<file path="src/bit_test_clear_pkg.sv">
// constants and types shared by the test-and-clear-bit decode and execute logic
package bit_test_clear_pkg;

	// opcode word layout
	localparam int        OP_HI_MSB      = 15;
	localparam int        OP_HI_LSB      = 6;
	localparam logic [9:0] STATIC_PATTERN = 10'h022;
	localparam int        DYN_TOP_MSB    = 15;
	localparam int        DYN_TOP_LSB    = 12;
	localparam logic [3:0] DYN_TOP_PATTERN = 4'h0;
	localparam int        DYN_SUB_MSB    = 8;
	localparam int        DYN_SUB_LSB    = 6;
	localparam logic [2:0] DYN_SUB_PATTERN = 3'h6;
	localparam int        NUM_REG_MSB    = 11;
	localparam int        NUM_REG_LSB    = 9;
	localparam int        EA_MODE_MSB    = 5;
	localparam int        EA_MODE_LSB    = 3;
	localparam int        EA_REG_MSB     = 2;
	localparam int        EA_REG_LSB     = 0;

	// extension word layout
	localparam int        EXT_HI_MSB     = 15;
	localparam int        EXT_HI_LSB     = 8;
	localparam int        EXT_NUM_MSB    = 7;
	localparam int        EXT_NUM_LSB    = 0;
	localparam logic [7:0] EXT_HI_ZERO    = 8'h00;

	// destination addressing modes
	localparam logic [2:0] MODE_DATA_REG  = 3'h0;
	localparam logic [2:0] MODE_IND       = 3'h2;
	localparam logic [2:0] MODE_POSTINC   = 3'h3;
	localparam logic [2:0] MODE_PREDEC    = 3'h4;
	localparam logic [2:0] MODE_DISP      = 3'h5;
	localparam logic [2:0] MODE_INDEX     = 3'h6;
	localparam logic [2:0] MODE_EXTRA     = 3'h7;
	localparam logic [2:0] REG_ABS_WORD   = 3'h0;
	localparam logic [2:0] REG_ABS_LONG   = 3'h1;

	// operand widths
	localparam int        LONG_BITS      = 32;
	localparam int        BYTE_BITS      = 8;

	// condition code bit positions
	localparam int        CCR_C          = 0;
	localparam int        CCR_V          = 1;
	localparam int        CCR_Z          = 2;
	localparam int        CCR_N          = 3;
	localparam int        CCR_X          = 4;
	localparam logic [4:0] CCR_RESET      = 5'h00;

	// sequencer states
	typedef enum logic [3:0] {
		S_IDLE,
		S_EXT,
		S_NUM_REQ,
		S_NUM_CAP,
		S_DST_REQ,
		S_DST_CAP,
		S_MEM_RD,
		S_FLAG,
		S_CCR,
		S_REG_WR,
		S_MEM_WR,
		S_ILL
	} seq_state_t;

endpackage

</file>
<file path="src/btc_decode.sv">
// opcode classifier for the test-and-clear-bit instruction
`timescale 1ns/1ps
`default_nettype none
module btc_decode
	import bit_test_clear_pkg::*;
(
	input  wire logic [15:0] op_word,    // opcode word
	output logic             is_static,  // immediate bit number form
	output logic             is_dynamic, // register bit number form
	output logic             ea_legal,   // destination is data alterable
	output logic             is_long     // data register destination
);
	logic [2:0] mode;
	logic [2:0] reg_f;

	// field split
	assign mode  = op_word[EA_MODE_MSB:EA_MODE_LSB];
	assign reg_f = op_word[EA_REG_MSB:EA_REG_LSB];

	assign is_static = (op_word[OP_HI_MSB:OP_HI_LSB] == STATIC_PATTERN);

	assign is_dynamic = (op_word[DYN_TOP_MSB:DYN_TOP_LSB] == DYN_TOP_PATTERN)
		&& (op_word[DYN_SUB_MSB:DYN_SUB_LSB] == DYN_SUB_PATTERN);

	always_comb
	begin
		unique case (mode)
			MODE_DATA_REG, MODE_IND, MODE_POSTINC, MODE_PREDEC,
			MODE_DISP, MODE_INDEX: ea_legal = 1'b1;
			MODE_EXTRA:            ea_legal = (reg_f == REG_ABS_WORD) || (reg_f == REG_ABS_LONG);
			default:               ea_legal = 1'b0; // pointer register direct
		endcase
	end

	assign is_long = (mode == MODE_DATA_REG);
endmodule
`default_nettype wire

</file>
<file path="src/btc_bit_unit.sv">
// bit selector that tests one operand bit and clears it
`timescale 1ns/1ps
`default_nettype none
module btc_bit_unit
	import bit_test_clear_pkg::*;
#(
	parameter int LONG_W = LONG_BITS, // register operand width
	parameter int BYTE_W = BYTE_BITS  // memory operand width
)
(
	input  wire logic [LONG_W-1:0] operand,     // destination value
	input  wire logic [7:0]        bit_num,     // raw bit number
	input  wire logic              is_long,     // long or byte operation
	output logic                   tested_zero, // selected bit was zero
	output logic [LONG_W-1:0]      cleared      // operand with bit cleared
);
	logic [LONG_W-1:0] mask;

	// widths the modulo selection cannot serve, refused at elaboration
	if (LONG_W != 32 || BYTE_W != 8)
	begin : g_bad_width
		$error("btc_bit_unit: widths must be 32 and 8");
	end

	// one select line per bit, bit 0 is lsb
	for (genvar i = 0; i < LONG_W; i++)
	begin : g_bit
		// modulo 32 for long, modulo 8 for byte
		assign mask[i] = is_long ? (bit_num[4:0] == 5'(i))
			: ((i < BYTE_W) && (bit_num[2:0] == 3'(i)));
	end

	assign tested_zero = ~|(operand & mask);
	assign cleared     = operand & ~mask;
endmodule
`default_nettype wire

</file>
<file path="src/bit_test_clear_op.sv">
// sequencer that decodes and executes the test-and-clear-bit instruction
//
// Overview of operation
// - test bit, update flag, then write back
// - zero flag from tested bit, others kept
// - register destination: long, bit modulo 32
// - memory destination: byte, bit modulo 8
// - bit zero is least significant bit
// - static opcode bits 15..6 are 0000100010
// - static bit number from extension low byte
// - dynamic form: number from selected data_register
// - only data alterable destinations accepted
// - data_register direct is the only long case
`timescale 1ns/1ps
`default_nettype none
module bit_test_clear_op
	import bit_test_clear_pkg::*;
(
	input  wire logic        CORE_CLK,     // core clock, 200 MHz
	input  wire logic        RST_N,        // synchronous reset, active low
	input  wire logic        OP_VALID,     // opcode word offered
	input  wire logic [15:0] OP_WORD,      // opcode word
	output logic             OP_READY,     // opcode word taken when high
	input  wire logic        EXT_VALID,    // extension word offered
	input  wire logic [15:0] EXT_WORD,     // extension word
	output logic             EXT_READY,    // extension word taken when high
	output logic             REG_RD_EN,    // data_register read strobe
	output logic [2:0]       REG_RD_SEL,   // data_register read index
	input  wire logic [31:0] REG_RD_DATA,  // read data, one cycle after strobe
	output logic [2:0]       EA_MODE,      // destination mode for address unit
	output logic [2:0]       EA_REG,       // destination register field
	output logic             MEM_RD_REQ,   // byte read request
	input  wire logic        MEM_RD_VALID, // byte read done
	input  wire logic [7:0]  MEM_RD_DATA,  // byte read data
	output logic             MEM_WR_REQ,   // byte write request
	output logic [7:0]       MEM_WR_DATA,  // byte write data
	input  wire logic        MEM_WR_ACK,   // byte write done
	input  wire logic [4:0]  CCR_IN,       // current condition codes
	output logic [4:0]       CCR_OUT,      // new condition codes
	output logic             CCR_WR,       // condition code write strobe
	output logic             REG_WR_EN,    // data_register write strobe
	output logic [2:0]       REG_WR_SEL,   // data_register write index
	output logic [31:0]      REG_WR_DATA,  // data_register write data
	output logic             ILLEGAL_EXC,  // illegal instruction pulse
	output logic             DONE,         // instruction complete pulse
	output logic             BUSY          // instruction in progress
);
	seq_state_t  state_q;
	logic [2:0]  num_reg_q;
	logic [2:0]  ea_mode_q;
	logic [2:0]  ea_reg_q;
	logic        is_long_q;
	logic [7:0]  bit_num_q;
	logic [31:0] operand_q;
	logic [31:0] result_q;
	logic [4:0]  ccr_q;
	logic        dec_static;
	logic        dec_dynamic;
	logic        dec_legal;
	logic        dec_long;
	logic        tested_zero;
	logic [31:0] cleared;
	logic        op_take;
	logic        ext_take;

	// opcode classification
	btc_decode u_decode (
		.op_word    (OP_WORD),
		.is_static  (dec_static),
		.is_dynamic (dec_dynamic),
		.ea_legal   (dec_legal),
		.is_long    (dec_long)
	);

	// bit test and clear on the captured operand
	btc_bit_unit #(
		.LONG_W (LONG_BITS),
		.BYTE_W (BYTE_BITS)
	) u_bit (
		.operand     (operand_q),
		.bit_num     (bit_num_q),
		.is_long     (is_long_q),
		.tested_zero (tested_zero),
		.cleared     (cleared)
	);

	// handshake terms
	assign op_take  = OP_VALID && OP_READY;
	assign ext_take = EXT_VALID && EXT_READY;

	// sequencer
	always_ff @(posedge CORE_CLK)
	begin
		if (!RST_N)
			state_q <= S_IDLE;
		else
		begin
			unique case (state_q)
				S_IDLE:
				begin
					if (op_take && (dec_static || dec_dynamic) && !dec_legal)
						state_q <= S_ILL;
					else if (op_take && dec_static)
						state_q <= S_EXT;
					// dynamic form reads the number register
					else if (op_take && dec_dynamic)
						state_q <= S_NUM_REQ;
				end
				S_EXT:
				begin
					// upper byte of extension must be zero
					if (ext_take && EXT_WORD[EXT_HI_MSB:EXT_HI_LSB] != EXT_HI_ZERO)
						state_q <= S_ILL;
					else if (ext_take)
						state_q <= is_long_q ? S_DST_REQ : S_MEM_RD;
				end
				S_NUM_REQ: state_q <= S_NUM_CAP;
				// long goes to register, byte to memory
				S_NUM_CAP: state_q <= is_long_q ? S_DST_REQ : S_MEM_RD;
				S_DST_REQ: state_q <= S_DST_CAP;
				S_DST_CAP: state_q <= S_FLAG;
				S_MEM_RD:
				begin
					if (MEM_RD_VALID)
						state_q <= S_FLAG;
				end
				S_FLAG:    state_q <= S_CCR;
				// write back only after the flag update
				S_CCR:     state_q <= is_long_q ? S_REG_WR : S_MEM_WR;
				S_REG_WR:  state_q <= S_IDLE;
				S_MEM_WR:
				begin
					if (MEM_WR_ACK)
						state_q <= S_IDLE;
				end
				S_ILL:     state_q <= S_IDLE;
				default:   state_q <= S_IDLE; // unused codes fall back to idle
			endcase
		end
	end

	// opcode fields captured when a word is taken
	always_ff @(posedge CORE_CLK)
	begin
		if (!RST_N)
		begin
			num_reg_q <= 3'h0;
			ea_mode_q <= 3'h0;
			ea_reg_q  <= 3'h0;
			is_long_q <= 1'b0;
		end
		else if (op_take)
		begin
			num_reg_q <= OP_WORD[NUM_REG_MSB:NUM_REG_LSB];
			ea_mode_q <= OP_WORD[EA_MODE_MSB:EA_MODE_LSB];
			ea_reg_q  <= OP_WORD[EA_REG_MSB:EA_REG_LSB];
			is_long_q <= dec_long;
		end
	end

	// bit number from extension word or number register
	always_ff @(posedge CORE_CLK)
	begin
		if (!RST_N)
			bit_num_q <= 8'h00;
		else if (ext_take)
			bit_num_q <= EXT_WORD[EXT_NUM_MSB:EXT_NUM_LSB];
		// low byte of the number register covers both moduli
		else if (state_q == S_NUM_CAP)
			bit_num_q <= REG_RD_DATA[7:0];
	end

	// destination operand capture
	always_ff @(posedge CORE_CLK)
	begin
		if (!RST_N)
			operand_q <= 32'h0000_0000;
		else if (state_q == S_DST_CAP)
			operand_q <= REG_RD_DATA;
		else if (state_q == S_MEM_RD && MEM_RD_VALID)
			operand_q <= {24'h00_0000, MEM_RD_DATA};
	end

	// flag and result computed together in the flag state
	always_ff @(posedge CORE_CLK)
	begin
		if (!RST_N)
		begin
			ccr_q    <= CCR_RESET;
			result_q <= 32'h0000_0000;
		end
		else if (state_q == S_FLAG)
		begin
			ccr_q        <= CCR_IN;
			ccr_q[CCR_Z] <= tested_zero;
			result_q     <= cleared;
		end
	end

	// handshakes and strobes decoded from state, DONE also gated by MEM_WR_ACK
	assign OP_READY    = (state_q == S_IDLE);
	assign EXT_READY   = (state_q == S_EXT);
	assign REG_RD_EN   = (state_q == S_NUM_REQ) || (state_q == S_DST_REQ);
	assign REG_RD_SEL  = (state_q == S_NUM_REQ) ? num_reg_q : ea_reg_q;
	assign MEM_RD_REQ  = (state_q == S_MEM_RD);
	assign MEM_WR_REQ  = (state_q == S_MEM_WR);
	assign CCR_WR      = (state_q == S_CCR);
	assign REG_WR_EN   = (state_q == S_REG_WR);
	assign ILLEGAL_EXC = (state_q == S_ILL);
	assign DONE        = REG_WR_EN || (MEM_WR_REQ && MEM_WR_ACK);
	assign BUSY        = (state_q != S_IDLE);

	// data outputs straight from registers
	assign EA_MODE     = ea_mode_q;
	assign EA_REG      = ea_reg_q;
	assign CCR_OUT     = ccr_q;
	assign REG_WR_SEL  = ea_reg_q;
	assign REG_WR_DATA = result_q;
	assign MEM_WR_DATA = result_q[7:0];

	logic ref_bit;
	assign ref_bit = is_long_q ? operand_q[bit_num_q[4:0]] : operand_q[bit_num_q[2:0]];
endmodule
`default_nettype wire

</file>
<file path="config.mk">
export PLATFORM = sky130hd
export DESIGN_NAME = bit_test_clear_op
export DESIGN_NICKNAME = d
export VERILOG_FILES = /design/src/bit_test_clear_pkg.sv /design/src/btc_decode.sv /design/src/btc_bit_unit.sv /design/src/bit_test_clear_op.sv
export SDC_FILE = /design/constraint.sdc
export NUM_CORES = 1
export LEC_CHECK = 0
export BUFFER_PORTS_ARGS = -buffer_cell sky130_fd_sc_hd__buf_2
export CAP_MARGIN = 30
export CORE_MARGIN = 2
export CORE_UTILIZATION = 40
export DETAILED_ROUTE_END_ITERATION = 10
export GPL_TIMING_DRIVEN = 1
export PLACE_DENSITY_LB_ADDON = 0.3
export REMOVE_ABC_BUFFERS = 1
export SYNTH_ARGS = -nofsm -noshare
export SYNTH_HDL_FRONTEND = slang
export SYNTH_SLANG_ARGS = --single-unit
export TNS_END_PERCENT = 30
</file>
<file path="constraint.sdc">
create_clock -name CORE_CLK -period 4 [get_ports CORE_CLK]
set_clock_uncertainty 0.05 [all_clocks]
set_input_delay 0 -clock CORE_CLK [delete_from_list [all_inputs] [get_ports CORE_CLK]]
set_output_delay 0 -clock CORE_CLK [all_outputs]
set_load 0.01 [all_outputs]
</file>
==> flow_summary.json <==
{
  "status": "complete, no violations",
  "pin_count": 150,
  "antenna_cells": 0,
  "syn-cell-area_mm2": 0.004458,
  "critical_path_arrival_ns": 3.35,
  "pre_cts_ws_ns": 1.430,
  "cp-start-kind": "register",
  "holdPathStages": 3,
  "clk_latency_ns": 0.37,
  "fin_area_mm2": 0.006000,
  "grt_util_all_layers": 0.2103,
  "grt_max_degree": 52,
  "wirelength_mm": 12.76,
  "area_delta_synth_final_pct": 34.58,
  "core_mm2": 0.01084,
  "cp.required_ns": 4.21,
  "postCtsHoldBufs": 65,
  "synth_async_sr_flop_share": 0,
  "tightest_slew_ns": 0.9494,
  "wire_per_inst_um": 15.52,
  "viasPerCell": 5.308,
  "cts_root_buffer": "clkbuf_8",
  "synth_edf_count": 0,
  "synth.area.top_cells": "dfxtp_1, a21boi_1, nand2_1",
  "setup_ws_ns": 0.8656,
  "period_minus_slack_ns": 3.134,
  "syn-instance-count": 504,
  "slew_headroom": 0.3662,
  "ctsResizeCount": 0,
  "grt_pass1_vias": 4115,
  "yosysSeqAreaShare": 0.3952,
  "synth-main-ff-cell": "dfxtp_1",
  "synth_top_area_cell": "dfxtp_1",
  "rsz0062_at_grt": "false",
  "num_vias": 4363,
  "antenna_left": 0,
  "clk_pin_slew_ns": 0.09,
  "synth.avg_cell_area_um2": 8.845,
  "overflow": 0,
  "route.detailed.drc": 0,
  "place_hpwl_mm": 8.315,
  "hold_path.class": "in2reg",
  "grt_pass1_wl_mm": 19.73,
  "antenna_found_initial": 0,
  "die-width_um": 109.6,
  "synth_top_area_frac": 0.3952,
  "n_fill_cell": 1013,
  "ir_drop_v": 0.0002016,
  "tns_ns": 0,
  "nets": 760,
  "row_count": 38,
  "drt-initial-drc-count": 300,
  "finalHoldViolCount": 0,
  "ys_seq_elements": 88,
  "final_common_cell": "buf_2",
  "first_pass_iters": 5,
  "gp_congestion": 0.8455,
  "dieArea_mm2": 0.01201,
  "cts_buffer_depth": 2,
  "slew_violations": 0,
  "worstPathMaxFanout": 26,
  "yosysUniqueCellTypes": 53,
  "power-per-cell-area_mw_per_mm2": 285.7,
  "portBuffers": 145,
  "finalCritPeriodShare": 0.7836,
  "max_cap_violations": 0,
  "drive_above_1_share": 0.2639,
  "postCtsSetupBuffers": 0,
  "cts_num_sinks": 88,
  "cp-end-kind": "register",
  "place_area_mm2": 0.005130,
  "fmax_mhz": 319.0,
  "yosysWarnings": 0,
  "htree_levels": 3,
  "cts_tree": "built",
  "leakagePower_uw": 0.002468,
  "die_h_um": 109.6,
  "crit_type": "reg2reg",
  "ff2ff_path_depth": 7,
  "start_util": 0.4112,
  "tritoncts.num_buffers": 9,
  "most-common-layout-cells": "buf_2, dfxtp_1, nand2_1, dlygate4sd3_1, a21boi_1",
  "finalSetupViolCount": 0
}
-- Yosys cell counts (8+ instances only) --
cell      count
nor2b_1      28
o211ai_1     24
a21boi_1     45
buf_4        16
clkbuf_1     29
mux2i_1      18
o211a_1      14
a22oi_1      26
buf_2         8
dfxtp_1      88
nor2_1       11
nand2b_1     13
nand2_1      86
-- worst max-delay path: stages (launching register included) --
cell and delay, ns:
dfxtp_1 0.76, nand2b_1 0.34, nor2_2 0.46, buf_4 0.40
mux2i_1 0.23, dlygate4sd3_1 0.55, nand2_1 0.06, o211a_1 0.16
-- path summary, 6_finish.rpt --
kind	slack [ns]	start	endpoint
setup / recovery	0.87	state_q[2]	operand_q[6]
hold / removal	0.02	MEM_WR_ACK	state_q[3]
setup reg to reg	0.87	state_q[2]	operand_q[6]
hold reg to reg	0.40	REG_WR_DATA[19]	REG_WR_DATA[19]
-- through the flow --
stage | util | std cells | power [uW] | hold WS (ns)
final | 0.5534 | 822 | 1714 | 0.02305
after global routing | 0.5534 | 822 | 1775 | 0.03931
after CTS | 0.5534 | 822 | 1727 | 0.009330
after detailed placement | 0.4732 | 741 | 1003 | 0.1980
after global placement | 0.4732 | 741 | 1002 | 0.1913
after floorplan | - | 451 | 936.0 | 0.06773
-- report_power, final --
group          internal [uW]  switching, uW  total, uW  leakage [uW]
Combinational           89.1           54.1        143       0.00165
Clock                    353            332        685      0.000110
Sequential               881           4.97        886      0.000710
Total                   1320            391       1710       0.00247
-- state kept, by name, summed over array words and instances (netlist names) --
| register | flops |
|---|---|
| REG_WR_DATA | 32 |
| operand_q | 32 |
| CCR_OUT | 5 |
| bit_num_q | 5 |
| state_q | 4 |
| EA_MODE | 3 |
| EA_REG | 3 |
| num_reg_q | 3 |
| is_long_q | 1 |
-- cell type report --
class / instances / area [um^2] / share of cell area
clock buffers: 9 / 123.9 / 0.02065
well taps: 140 / 175.2 / 0.02920
clock inverters: 7 / 95.09 / 0.01585
inverters: 3 / 11.26 / 0.001877
flip-flops and latches: 88 / 1762 / 0.2936
multi-input cells: 360 / 2419 / 0.4031
repair buffers: 215 / 1414 / 0.2357
-- cells by family (layout without fill, tap and decap cells) --
logic type | count (synthesis) | after routing | share of synthesized area
DFF | 88 | 88 | 0.3952
AOI/OAI and AO/OA | 151 | 151 | 0.2599
xor gates and xnor gates | 1 | 1 | 0.001965
buffers and inverters | 56 | 234 | 0.06287
muxes | 23 | 23 | 0.05810
and+or+nand+nor | 185 | 185 | 0.2220
-- routing by layer --
layer,vias to the layer above,wire length [um],GRT usage
met1,2060,5711,0.2706
met3,18,579,0.02786
met4,0,232,0.08047
met2,126,6234,0.3576
li1,2159,-,-
met5,-,0,0
Power figures use the tool's default switching activity.
